### src/uhm_defs.vh
// field positions, opcodes and reserved values for the halving/long multiply unit
`ifndef UHM_DEFS_VH
`define UHM_DEFS_VH

// first halfword of the encoding sits in bits 31:16, second in 15:0
`define UHM_HW1_MSB 31
`define UHM_HW1_LSB 16
`define UHM_HW2_MSB 15
`define UHM_HW2_LSB 0

// register index fields inside the 32-bit encoding
`define UHM_FIRST_SRC_MSB 19
`define UHM_FIRST_SRC_LSB 16
`define UHM_HALF_DEST_MSB 11
`define UHM_HALF_DEST_LSB 8
`define UHM_LOW_DEST_MSB  15
`define UHM_LOW_DEST_LSB  12
`define UHM_HIGH_DEST_MSB 11
`define UHM_HIGH_DEST_LSB 8
`define UHM_SECOND_SRC_MSB 3
`define UHM_SECOND_SRC_LSB 0

// opcode prefix: top twelve bits of the first halfword
`define UHM_PFX_MSB 31
`define UHM_PFX_LSB 20
`define UHM_PFX_HSAX   12'hfae
`define UHM_PFX_HSUB16 12'hfad
`define UHM_PFX_HSUB8  12'hfac
`define UHM_PFX_MDAL   12'hfbe
`define UHM_PFX_MULL   12'hfba

// second halfword sub-fields
`define UHM_SUB_MSB 7
`define UHM_SUB_LSB 4
`define UHM_SUB_DSP   4'h6
`define UHM_SUB_MAIN  4'h0
`define UHM_ONES_MSB 15
`define UHM_ONES_LSB 12
`define UHM_ONES_VAL 4'hf

// register indices that make an encoding unpredictable
`define UHM_IDX_SP 4'hd
`define UHM_IDX_PC 4'hf

// reset values
`define UHM_RST_DATA 32'h0000_0000
`define UHM_RST_IDX  4'h0

`endif

### src/uhm_half_lane.v
// one lane of a halving add or subtract, result is bits w:1 of the sum or difference
`timescale 1ns/10ps
module uhm_half_lane #(
  parameter W = 16
) (
  // operands
  input  wire [W-1:0] lane_a,
  input  wire [W-1:0] lane_b,
  input  wire         lane_sub,
  // halved result
  output wire [W-1:0] lane_y
);

  wire [W:0] ext_a;
  wire [W:0] ext_b;
  wire [W:0] full;

  assign ext_a = {1'b0, lane_a};
  assign ext_b = {1'b0, lane_b};
  // bit w of a difference is its sign, so w:1 is the true halved value
  assign full = lane_sub ? (ext_a - ext_b) : (ext_a + ext_b);
  assign lane_y = full[W:1];

endmodule

### src/uhm_mul_acc.v
// unsigned 32x32 multiply plus a 64-bit and a 32-bit addend
`timescale 1ns/10ps
module uhm_mul_acc (
  // factors
  input  wire [31:0] mul_a,
  input  wire [31:0] mul_b,
  // addends
  input  wire [63:0] acc_wide,
  input  wire [31:0] acc_word,
  // result, wraps modulo 2^64
  output wire [63:0] mul_y
);

  wire [63:0] prod;

  assign prod  = mul_a * mul_b;
  assign mul_y = prod + acc_wide + {32'h0000_0000, acc_word};

endmodule

### src/uhm_exec.v
// execution stage for unsigned halving subtracts and long multiplies
`timescale 1ns/10ps
`include "uhm_defs.vh"
module uhm_exec (
  // clock and reset
  input  wire        sys_clk,
  input  wire        rstn,
  // issued instruction
  input  wire        issue_valid,
  input  wire [31:0] issue_instr,
  input  wire        issue_cond_pass,
  // implemented extensions
  input  wire        signal_processing_extension_present,
  input  wire        main_extension_present,
  // operand values read by the core at the encoded indices
  input  wire [31:0] first_source_data,
  input  wire [31:0] second_source_data,
  input  wire [31:0] high_dest_data,
  input  wire [31:0] low_dest_data,
  // status of the retired instruction
  output reg         done_q,
  output reg         undef_q,
  output reg         unpred_q,
  output reg         flags_we_q,
  // low or single destination write port
  output reg         wb_lo_en_q,
  output reg  [3:0]  wb_lo_index_q,
  output reg  [31:0] wb_lo_data_q,
  // high destination write port
  output reg         wb_hi_en_q,
  output reg  [3:0]  wb_hi_index_q,
  output reg  [31:0] wb_hi_data_q
);

  // ===========================================================
  // operation codes
  // ===========================================================
  localparam [5:0] OP_NONE = 6'b000000;
  localparam [5:0] OP_HSAX = 6'b000001;
  localparam [5:0] OP_HS16 = 6'b000010;
  localparam [5:0] OP_HS8  = 6'b000100;
  localparam [5:0] OP_MDAL = 6'b001000;
  localparam [5:0] OP_MLAL = 6'b010000;
  localparam [5:0] OP_MULL = 6'b100000;

  // ===========================================================
  // field extraction
  // ===========================================================
  wire [11:0] pfx;
  wire [3:0]  sub;
  wire [3:0]  ones;
  wire [3:0]  first_source_index;
  wire [3:0]  second_source_index;
  wire [3:0]  half_dest_index;
  wire [3:0]  low_destination_index;
  wire [3:0]  high_destination_index;

  assign pfx  = issue_instr[`UHM_PFX_MSB:`UHM_PFX_LSB];
  assign sub  = issue_instr[`UHM_SUB_MSB:`UHM_SUB_LSB];
  assign ones = issue_instr[`UHM_ONES_MSB:`UHM_ONES_LSB];
  assign first_source_index =
    issue_instr[`UHM_FIRST_SRC_MSB:`UHM_FIRST_SRC_LSB];
  assign second_source_index =
    issue_instr[`UHM_SECOND_SRC_MSB:`UHM_SECOND_SRC_LSB];
  assign half_dest_index =
    issue_instr[`UHM_HALF_DEST_MSB:`UHM_HALF_DEST_LSB];
  assign low_destination_index =
    issue_instr[`UHM_LOW_DEST_MSB:`UHM_LOW_DEST_LSB];
  assign high_destination_index =
    issue_instr[`UHM_HIGH_DEST_MSB:`UHM_HIGH_DEST_LSB];

  // ===========================================================
  // opcode decode
  // ===========================================================
  reg [5:0] op_sel;

  always @* begin
    op_sel = OP_NONE;
    if (pfx == `UHM_PFX_HSAX && ones == `UHM_ONES_VAL &&
        sub == `UHM_SUB_DSP) begin
      op_sel = OP_HSAX;
    end else if (pfx == `UHM_PFX_HSUB16 && ones == `UHM_ONES_VAL &&
                 sub == `UHM_SUB_DSP) begin
      op_sel = OP_HS16;
    end else if (pfx == `UHM_PFX_HSUB8 && ones == `UHM_ONES_VAL &&
                 sub == `UHM_SUB_DSP) begin
      op_sel = OP_HS8;
    end else if (pfx == `UHM_PFX_MDAL && sub == `UHM_SUB_DSP) begin
      op_sel = OP_MDAL;
    end else if (pfx == `UHM_PFX_MDAL && sub == `UHM_SUB_MAIN) begin
      op_sel = OP_MLAL;
    end else if (pfx == `UHM_PFX_MULL && sub == `UHM_SUB_MAIN) begin
      op_sel = OP_MULL;
    end
  end

  wire is_halving;
  wire is_long;

  assign is_halving = |(op_sel & (OP_HSAX | OP_HS16 | OP_HS8));
  assign is_long    = |(op_sel & (OP_MDAL | OP_MLAL | OP_MULL));

  // ===========================================================
  // undefined and unpredictable checks
  // ===========================================================
  wire need_dsp;
  wire need_main;
  wire undef_hit;
  wire fs_bad;
  wire ss_bad;
  wire hd_bad;
  wire lo_bad;
  wire hi_bad;
  wire unpred_half;
  wire unpred_long;
  wire unpred_hit;

  assign need_dsp  = is_halving || (op_sel == OP_MDAL);
  assign need_main = (op_sel == OP_MLAL) || (op_sel == OP_MULL);
  assign undef_hit =
    (need_dsp && !signal_processing_extension_present) ||
    (need_main && !main_extension_present);

  assign fs_bad = (first_source_index == `UHM_IDX_SP) ||
                  (first_source_index == `UHM_IDX_PC);
  assign ss_bad = (second_source_index == `UHM_IDX_SP) ||
                  (second_source_index == `UHM_IDX_PC);
  assign hd_bad = (half_dest_index == `UHM_IDX_SP) ||
                  (half_dest_index == `UHM_IDX_PC);
  assign lo_bad = (low_destination_index == `UHM_IDX_SP) ||
                  (low_destination_index == `UHM_IDX_PC);
  assign hi_bad = (high_destination_index == `UHM_IDX_SP) ||
                  (high_destination_index == `UHM_IDX_PC);

  assign unpred_half = is_halving && (hd_bad || fs_bad || ss_bad);
  assign unpred_long = is_long &&
    (lo_bad || hi_bad || fs_bad || ss_bad ||
     (low_destination_index == high_destination_index));
  assign unpred_hit  = unpred_half || unpred_long;

  // ===========================================================
  // halving lanes
  // ===========================================================
  wire [31:0] hs8_y;
  wire [31:0] hs16_y;
  wire [31:0] hsax_y;

  genvar gi;
  generate
    for (gi = 0; gi < 4; gi = gi + 1) begin : g_byte
      uhm_half_lane #(.W(8)) u_lane (
        .lane_a   (first_source_data[8*gi+7:8*gi]),
        .lane_b   (second_source_data[8*gi+7:8*gi]),
        .lane_sub (1'b1),
        .lane_y   (hs8_y[8*gi+7:8*gi])
      );
    end
    for (gi = 0; gi < 2; gi = gi + 1) begin : g_half
      uhm_half_lane #(.W(16)) u_lane (
        .lane_a   (first_source_data[16*gi+15:16*gi]),
        .lane_b   (second_source_data[16*gi+15:16*gi]),
        .lane_sub (1'b1),
        .lane_y   (hs16_y[16*gi+15:16*gi])
      );
    end
  endgenerate

  // exchange form: second operand halves swapped, low adds, high subtracts
  uhm_half_lane #(.W(16)) u_sax_lo (
    .lane_a   (first_source_data[15:0]),
    .lane_b   (second_source_data[31:16]),
    .lane_sub (1'b0),
    .lane_y   (hsax_y[15:0])
  );

  uhm_half_lane #(.W(16)) u_sax_hi (
    .lane_a   (first_source_data[31:16]),
    .lane_b   (second_source_data[15:0]),
    .lane_sub (1'b1),
    .lane_y   (hsax_y[31:16])
  );

  // ===========================================================
  // long multiply
  // ===========================================================
  reg  [63:0] acc_wide;
  reg  [31:0] acc_word;
  wire [63:0] mul_y;

  always @* begin
    acc_wide = 64'h0000_0000_0000_0000;
    acc_word = 32'h0000_0000;
    case (op_sel)
      OP_MDAL: begin
        acc_wide = {32'h0000_0000, high_dest_data};
        acc_word = low_dest_data;
      end
      OP_MLAL: begin
        acc_wide = {high_dest_data, low_dest_data};
      end
      default: begin
        acc_wide = 64'h0000_0000_0000_0000;
        acc_word = 32'h0000_0000;
      end
    endcase
  end

  uhm_mul_acc u_mul (
    .mul_a    (first_source_data),
    .mul_b    (second_source_data),
    .acc_wide (acc_wide),
    .acc_word (acc_word),
    .mul_y    (mul_y)
  );

  // ===========================================================
  // result select
  // ===========================================================
  reg [31:0] half_y;

  always @* begin
    case (op_sel)
      OP_HSAX: half_y = hsax_y;
      OP_HS16: half_y = hs16_y;
      OP_HS8:  half_y = hs8_y;
      default: half_y = `UHM_RST_DATA;
    endcase
  end

  // ===========================================================
  // retire and writeback
  // ===========================================================
  wire take;
  wire exec_ok;

  assign take    = issue_valid && (op_sel != OP_NONE);
  // an undefined or unpredictable encoding is refused without any write
  assign exec_ok = take && !undef_hit && !unpred_hit && issue_cond_pass;

  // ===========================================================
  // next writeback values
  // ===========================================================
  reg  [3:0]  wb_lo_index_d;
  reg  [31:0] wb_lo_data_d;
  reg  [3:0]  wb_hi_index_d;
  reg  [31:0] wb_hi_data_d;

  // index and data hold between enabled writes
  always @* begin
    wb_lo_index_d = wb_lo_index_q;
    wb_lo_data_d  = wb_lo_data_q;
    wb_hi_index_d = wb_hi_index_q;
    wb_hi_data_d  = wb_hi_data_q;
    if (exec_ok && is_halving) begin
      wb_lo_index_d = half_dest_index;
      wb_lo_data_d  = half_y;
    end
    if (exec_ok && is_long) begin
      wb_lo_index_d = low_destination_index;
      wb_lo_data_d  = mul_y[31:0];
      wb_hi_index_d = high_destination_index;
      wb_hi_data_d  = mul_y[63:32];
    end
  end

  always @(posedge sys_clk or negedge rstn) begin
    if (!rstn) begin
      done_q        <= 1'b0;
      undef_q       <= 1'b0;
      unpred_q      <= 1'b0;
      flags_we_q    <= 1'b0;
      wb_lo_en_q    <= 1'b0;
      wb_lo_index_q <= `UHM_RST_IDX;
      wb_lo_data_q  <= `UHM_RST_DATA;
      wb_hi_en_q    <= 1'b0;
      wb_hi_index_q <= `UHM_RST_IDX;
      wb_hi_data_q  <= `UHM_RST_DATA;
    end else begin
      done_q     <= take;
      undef_q    <= take && undef_hit;
      unpred_q   <= take && !undef_hit && unpred_hit;
      flags_we_q <= 1'b0;
      wb_lo_en_q <= exec_ok;
      wb_hi_en_q <= exec_ok && is_long;
      wb_lo_index_q <= wb_lo_index_d;
      wb_lo_data_q  <= wb_lo_data_d;
      wb_hi_index_q <= wb_hi_index_d;
      wb_hi_data_q  <= wb_hi_data_d;
    end
  end

endmodule

### config.mk
export PLATFORM = sky130hd
export DESIGN_NAME = uhm_exec
export DESIGN_NICKNAME = d
export VERILOG_FILES = /design/src/uhm_half_lane.v /design/src/uhm_mul_acc.v /design/src/uhm_exec.v
export VERILOG_INCLUDE_DIRS = /design/src
export SDC_FILE = /design/constraint.sdc
export NUM_CORES = 2
export LEC_CHECK = 0
export ABC_AREA = 1
export BUFFER_PORTS_ARGS = -buffer_cell sky130_fd_sc_hd__buf_4
export CORE_MARGIN = 5
export CORE_UTILIZATION = 55
export CTS_BUF_LIST = sky130_fd_sc_hd__clkbuf_2
export DETAILED_ROUTE_END_ITERATION = 6
export PLACE_DENSITY = 0.73
export SYNTH_ARGS = -nofsm -noshare
export SYNTH_HDL_FRONTEND = slang
export SYNTH_SLANG_ARGS = --single-unit
### constraint.sdc
create_clock -name sys_clk -period 1.15 [get_ports sys_clk]
set_input_delay 0.23 -clock sys_clk [delete_from_list [all_inputs] [get_ports sys_clk]]
set_output_delay 0.23 -clock sys_clk [all_outputs]
set_load 0.05 [all_outputs]
# [Word-level counts from Yosys, hierarchy flattened]
# Index checks and enable logic that the tools add are counted.
[totals] reg_bits=77 latch_bits=0 mem_bits_rw=0 rom_bits=0 elab_cells=98 memories=0
[op_classes] n_addsub=10 multipliers=1 div_mod_pow=0 magnitude_cmp=0 eq_ne=21 shift=0 n_mux=13 bitwise=0 n_reduce_logical=44
[ops] cell="$pmux W64 S2" n=1
[ops] cell="$mux W32" n=3
[ops] cell="$pmux W32 S3" n=1
[ops] cell="$add A64 B32 Y64" n=1
[ops] cell="$add A64 B64 Y64" n=1
[ops] cell="$mul A32 B32 Y64" n=1
[ops] cell="$eq A12 B12 Y1 const B" n=5
[ops] cell="$sub A16 B16 Y17" n=3
[ops] cell="$mux W6" n=6
[ops] cell="$sub A8 B8 Y9" n=4
[ops] cell="$eq A4 B4 Y1 const B" n=8
[ops] cell="$logic_and A1 B1 Y1" n=21
[ops] cell="$add A16 B16 Y17" n=1
[ops] cell="$logic_or A1 B1 Y1" n=14
[ops] cell="$mux W4" n=2
[ops] cell="$eq A6 B1 Y1 const B" n=1
[ops] cell="$eq A6 B2 Y1 const B" n=1
[ops] cell="$eq A6 B3 Y1 const B" n=1
[ops] cell="$eq A6 B4 Y1 const B" n=1
[ops] cell="$eq A6 B5 Y1 const B" n=1
[ops] cell="$eq A6 B6 Y1 const B" n=1
[ops] cell="$reduce_bool A6 Y1" n=1
[ops] cell="$reduce_or A3 Y1" n=2
[ops] cell="$eq A4 B3 Y1 const B" n=1
[ops] cell="4 further kinds" n=7

# [Depth between registers and ports, before layout]
[depth] ltp_word=19 depth_mapped=39 depth_no_buf=38

# [Modules after synthesis]
# A second synthesis with hierarchy kept.
[unflattened] cells_unflattened=7708 hier_area_um2=52085.0
[by_module_without_submodules] mod="uhm_mul_acc" n_inst=1 cells_per_inst=5152 area_each_um2=38230.4
[by_module_without_submodules] mod="uhm_half_lane at g_half[0].u_lane ..." n_inst=4 cells_per_inst=309 area_each_um2=1507.7
[by_module_without_submodules] mod="uhm_exec" n_inst=1 cells_per_inst=836 area_each_um2=5321.4
[by_module_without_submodules] mod="uhm_half_lane at g_byte[0].u_lane ..." n_inst=4 cells_per_inst=121 area_each_um2=625.6

# [Worst setup path before layout]
# Ideal clock, no wire load.
[synth_timing] path_type="input port to flip-flop" start="in issue_instr[26]" end="reg wb_hi_data_q[3]" setup_ns=0.119 arrival_ns=7.126 setup_slack_ns=-6.095 stages=33 path_buffers=1 path_cell_list="inv_2 > nand3_1 > nor2_4 > nand2_2 > nor2_2 > clkinv_1 > clkbuf_1 > o22ai_1 > inv_1 > fa_1 > inv_1 > fa_1 > fa_1 > fa_1 > fa_1 > inv_1 > fa_1 > inv_1 > fa_1 > inv_1 > fa_1 > inv_1 > ha_1 > nand2_1 > nor2_1 > inv_1 > nor4_1 > nand2_1 > nand2_1 > inv_1 > o21ai_0 > xor2_1 > o21a_1"
[synth_via] elab_chain_len=17
[synth_rtl] element="start, declared" line_no="uhm_exec.v:10" rtl="input wire [31:0] issue_instr,"
[synth_rtl] element="$eq A12 B12 Y1 (no source line)"
[synth_rtl] element="$logic_and A1 B1 Y1 (no source line)"
[synth_rtl] element="$mux W6" line_no="uhm_exec.v:92" rtl="end else if (pfx == `UHM_PFX_MULL && sub == `UHM_SUB_MAIN) begin"
[synth_rtl] element="$mux W6" line_no="uhm_exec.v:90" rtl="end else if (pfx == `UHM_PFX_MDAL && sub == `UHM_SUB_MAIN) begin"
[synth_rtl] element="$mux W6" line_no="uhm_exec.v:88" rtl="end else if (pfx == `UHM_PFX_MDAL && sub == `UHM_SUB_DSP) begin"
[synth_rtl] element="$mux W6" line_no="uhm_exec.v:85" rtl="end else if (pfx == `UHM_PFX_HSUB8 && ones == `UHM_ONES_VAL &&"
[synth_rtl] element="$mux W6" line_no="uhm_exec.v:82" rtl="end else if (pfx == `UHM_PFX_HSUB16 && ones == `UHM_ONES_VAL &&"
[synth_rtl] element="$mux W6 *" line_no="uhm_exec.v:79" rtl="if (pfx == `UHM_PFX_HSAX && ones == `UHM_ONES_VAL &&"
[synth_rtl] element="parallel branches: the longest is 9 deep, another holds $add A64 B64 Y64"
[synth_rtl] element="end signal, assigned" line_no="uhm_exec.v:277" rtl="wb_hi_data_q <= `UHM_RST_DATA;"
[synth_rtl] element="end signal, assigned" line_no="uhm_exec.v:288" rtl="wb_hi_data_q <= wb_hi_data_d;"
[synth_rtl] element="end, declared" line_no="uhm_exec.v:32" rtl="output reg [31:0] wb_hi_data_q"
# Mark *: on every way between the ends.
# A chain may end at the register's enable or synchronous reset.

# [Worst setup path after layout]
[layout_timing] start="in issue_instr[7]" end="reg wb_hi_data_q[28]"
[layout_via] elab_chain_len=17
[layout_rtl] element="$logic_not A4 Y1 (no source line)"
[layout_rtl] element="$logic_and A1 B1 Y1 (no source line)"
[layout_rtl] element="$mux W6" line_no="uhm_exec.v:92"
[layout_rtl] element="$mux W6" line_no="uhm_exec.v:90"
[layout_rtl] element="$mux W6" line_no="uhm_exec.v:88"
[layout_rtl] element="$mux W6" line_no="uhm_exec.v:85"
[layout_rtl] element="$mux W6" line_no="uhm_exec.v:82"
[layout_rtl] element="$mux W6 *" line_no="uhm_exec.v:79"
[layout_rtl] element="parallel branches: the longest is 9 deep, another holds $add A64 B64 Y64"
# Marks and branches as above.

==> flow_summary_export.csv <==
group,metric,value,unit
floorplanning,row_count,105,
timing,hold_viol_final,2,
clock_tree,clkTransAtPathRegs,0.27,ns
timing,fin_crit_sh,6.04,
timing,slew_headroom,0.511,
floorplanning,die_h,296,µm
status,violations,"negative hold slack, negative setup slack",
timing,period_minus_slack,6.95,ns
critical_path,cp-end-kind,"flip-flop",
yosys,synth_top_area_share,0.443,
critical_path,arrival,7.55,ns
layout,finish.utilization,0.735,
detailed_routing,antenna_left,0,
job,maxCapViolations,0,
critical_path,critPathTopFamily,"adder cells",
grt,grt_max_degree,36,
critical_path,path_buf_inv,14,
floorplanning,dieArea,87600,µm²
yosys,yosysWarnings,0,
timing,final.setup.tns,-369.65,ns
yosys,seq_area_frac_synth,0.0428,
detailed_routing,wl,179000,µm
yosys,postSynthCellCount,5919,
place,port_buffers,240,
yosys,yosys-top-cells-area,"fa_1 (44%), inv_1 (14%), nand2_1 (12%), ha_1 (9.6%), dfrtp_1 (4.3%)",
yosys,yosys_most_used_dff,"dfrtp_1",
floorplanning,core,81600,µm²
timing,setup_violations,163,
status,status,"complete, but fails checks",
critical_path,crit_fanout,5,
layout,synthToLayoutAreaGrowth,33.2,%
detailed_routing,wire_per_inst,22.1,µm
min_path,hp-class,"in2reg",
clock_tree,cts_tree,"built",
timing,holdWs,-0.113,ns
layout,drive_gt1_frac,0.282,
grt,gr-total-overflow,0,
critical_path,cp_data_required_time,1.75,ns
detailed_routing,firstDrtPassIters,6,
clock_tree,clock_latency,0.64,ns
critical_path,critical_path_class,"in2reg",
yosys,syn_nets,7425,
place,dp_hpwl,155000,µm
grt,grt_usage,0.408,
grt,first_global_vias,44600,
timing,worst_pin_slew,0.732,ns
yosys,synth_area_leader_cell,"fa_1",
timing,max_freq,144,MHz
critical_path,crit_top_cell,"fa_1",
detailed_routing,drc,0,
yosys,avgSynthCellArea,7.60,µm²
critical_path,critPathLaunchType,"input pin",
place,pre_cts_ws,-6.61,ns
floorplanning,start_util,0.552,
yosys,ys_ff_latch,77,
yosys,ys_types,64,
timing,drv_slew,0,
timing,fin_ws,-5.80,ns
timing,rsz0062_at_grt,"yes",
clock_tree,cts.path.max_buffers,2,
floorplanning,die_w,296,µm
detailed_routing,num_vias,43400,
clock_tree,cts-htree-levels,3,
yosys,synth-async-reset-ratio,1.00,
clock_tree,postCtsHoldBufs,12,
detailed_routing,viasPerCell,5.36,
clock_tree,numCtsBuffers,9,
critical_path,max_stage_delay,0.55,ns
layout,layout_commonest_cell,"inv_1",
yosys,netlist_area,45000,µm²
grt,grt_pass1_wl,267000,µm
layout,final_nets,8517,
floorplanning,pin_count,244,
critical_path,slowest_stage,"fa_1",
yosys,synth-edff-count,0,
grt,antenna_found_initial,16,
detailed_routing,first_iter_violations,4019,
clock_tree,cts.sink_count,77,
clock_tree,clockRootBuffer,"clkbuf_2",
place,finalWeightedCongestion,1.07,
timing,fin_skew,0,ns
layout,layout_common_cells,"inv_1 (1574), nand2_1 (1399), buf_4 (1144), fa_1 (962), ha_1 (291)",
==> synth_stat cells (20+ instances only) <==
library cell and n:
inv_1 1670, nand2_1 1490, fa_1 996, ha_1 344, nor2_1 263, clkbuf_1 209
a21oi_1 174, o21ai_0 157, nand3_1 105, dfrtp_1 77, buf_1 40, xor2_1 33
inv_2 25, nand4_1 25, a31oi_1 22, or2_2 21, nor3_1 20
==> path summary, 6_finish.rpt <==
check / from / to / slack, ns / depth (start not counted)
worst max-delay path: issue_instr[7] / wb_hi_data_q[28] / -5.80 / 40
worst min-delay path: issue_valid / undef_q / -0.11 / 4
worst max register to register: wb_hi_data_q[14] / wb_hi_data_q[14] / 0.17 / 3
worst min register to register: wb_lo_data_q[21] / wb_lo_data_q[21] / 0.52 / 2
max in group asynchronous: rstn / wb_lo_data_q[25] / -0.06 / 3
min in group asynchronous: rstn / wb_hi_index_q[0] / 0.08 / 3
==> cell type report <==
cell class,count,area [µm²]
Multi-Input combinational cell,3877,38600
Antenna cell,11,27.5
Inverter,1700,6440
Clock inverter,7,80.1
Fill cell,6349,21600
Sequential cell,77,1930
Tap cell,1070,1340
Timing Repair Buffer,1346,11500
Clock buffer,9,45.0
==> tightest hold or removal path, stage by stage <==
cell and delay [ns]:
buf_4 0.12, nand2_2 0.07, buf_4 0.10, nor2_1 0.03
==> metal layers <==
layer	GRT usage	vias to the layer above	wire, µm	part of all wire
li1	-	19200	-	-
met1	0.566	21500	70500	0.39
met2	0.620	2209	77000	0.43
met3	0.120	414	22300	0.13
met4	0.139	16	8530	0.048
met5	0.0141	-	259	0.0015
==> sequential cells by signal, summed over array words and instances, names as in the netlist <==
register	cells
wb_hi_data_q	32
wb_lo_data_q	32
wb_hi_index_q	4
wb_lo_index_q	4
done_q	1
undef_q	1
unpred_q	1
wb_hi_en_q	1
wb_lo_en_q	1
==> metrics by stage <==
stage / area, µm² / std cells
2_1_floorplan: 46100 / 5919
3_3_place_gp: 56300 / 7964
3_5_place_dp: 56300 / 7964
4_1_cts: 58000 / 8032
5_1_grt: 59900 / 8088
6_report: 60000 / 8097
==> logic make-up after synthesis <==
logic type | count (synthesis) | share of synthesized area
adders and majority gates | 1340 | 0.539
muxes | 1 | 0.000222
xor gates and xnor gates | 52 | 0.0101
other | 1 | 0.0000833
DFF | 77 | 0.0428
buffers and inverters | 1966 | 0.165
and+or+nand+nor | 1985 | 0.179
AOI/OAI and AO/OA | 497 | 0.0640
==> repair_timing <==
action | CTS | global route
resized for setup | 314 | 370
pin swaps | 106 | 204
cloned | 1 | 4
endpoints found under the hold margin | 87 | 2
setup buffers | 42 | 62
endpoints found under the setup margin | 152 | 163
Power is not shown: default switching activity piles up to over one toggle a cycle in this logic, so the estimate is an artifact.
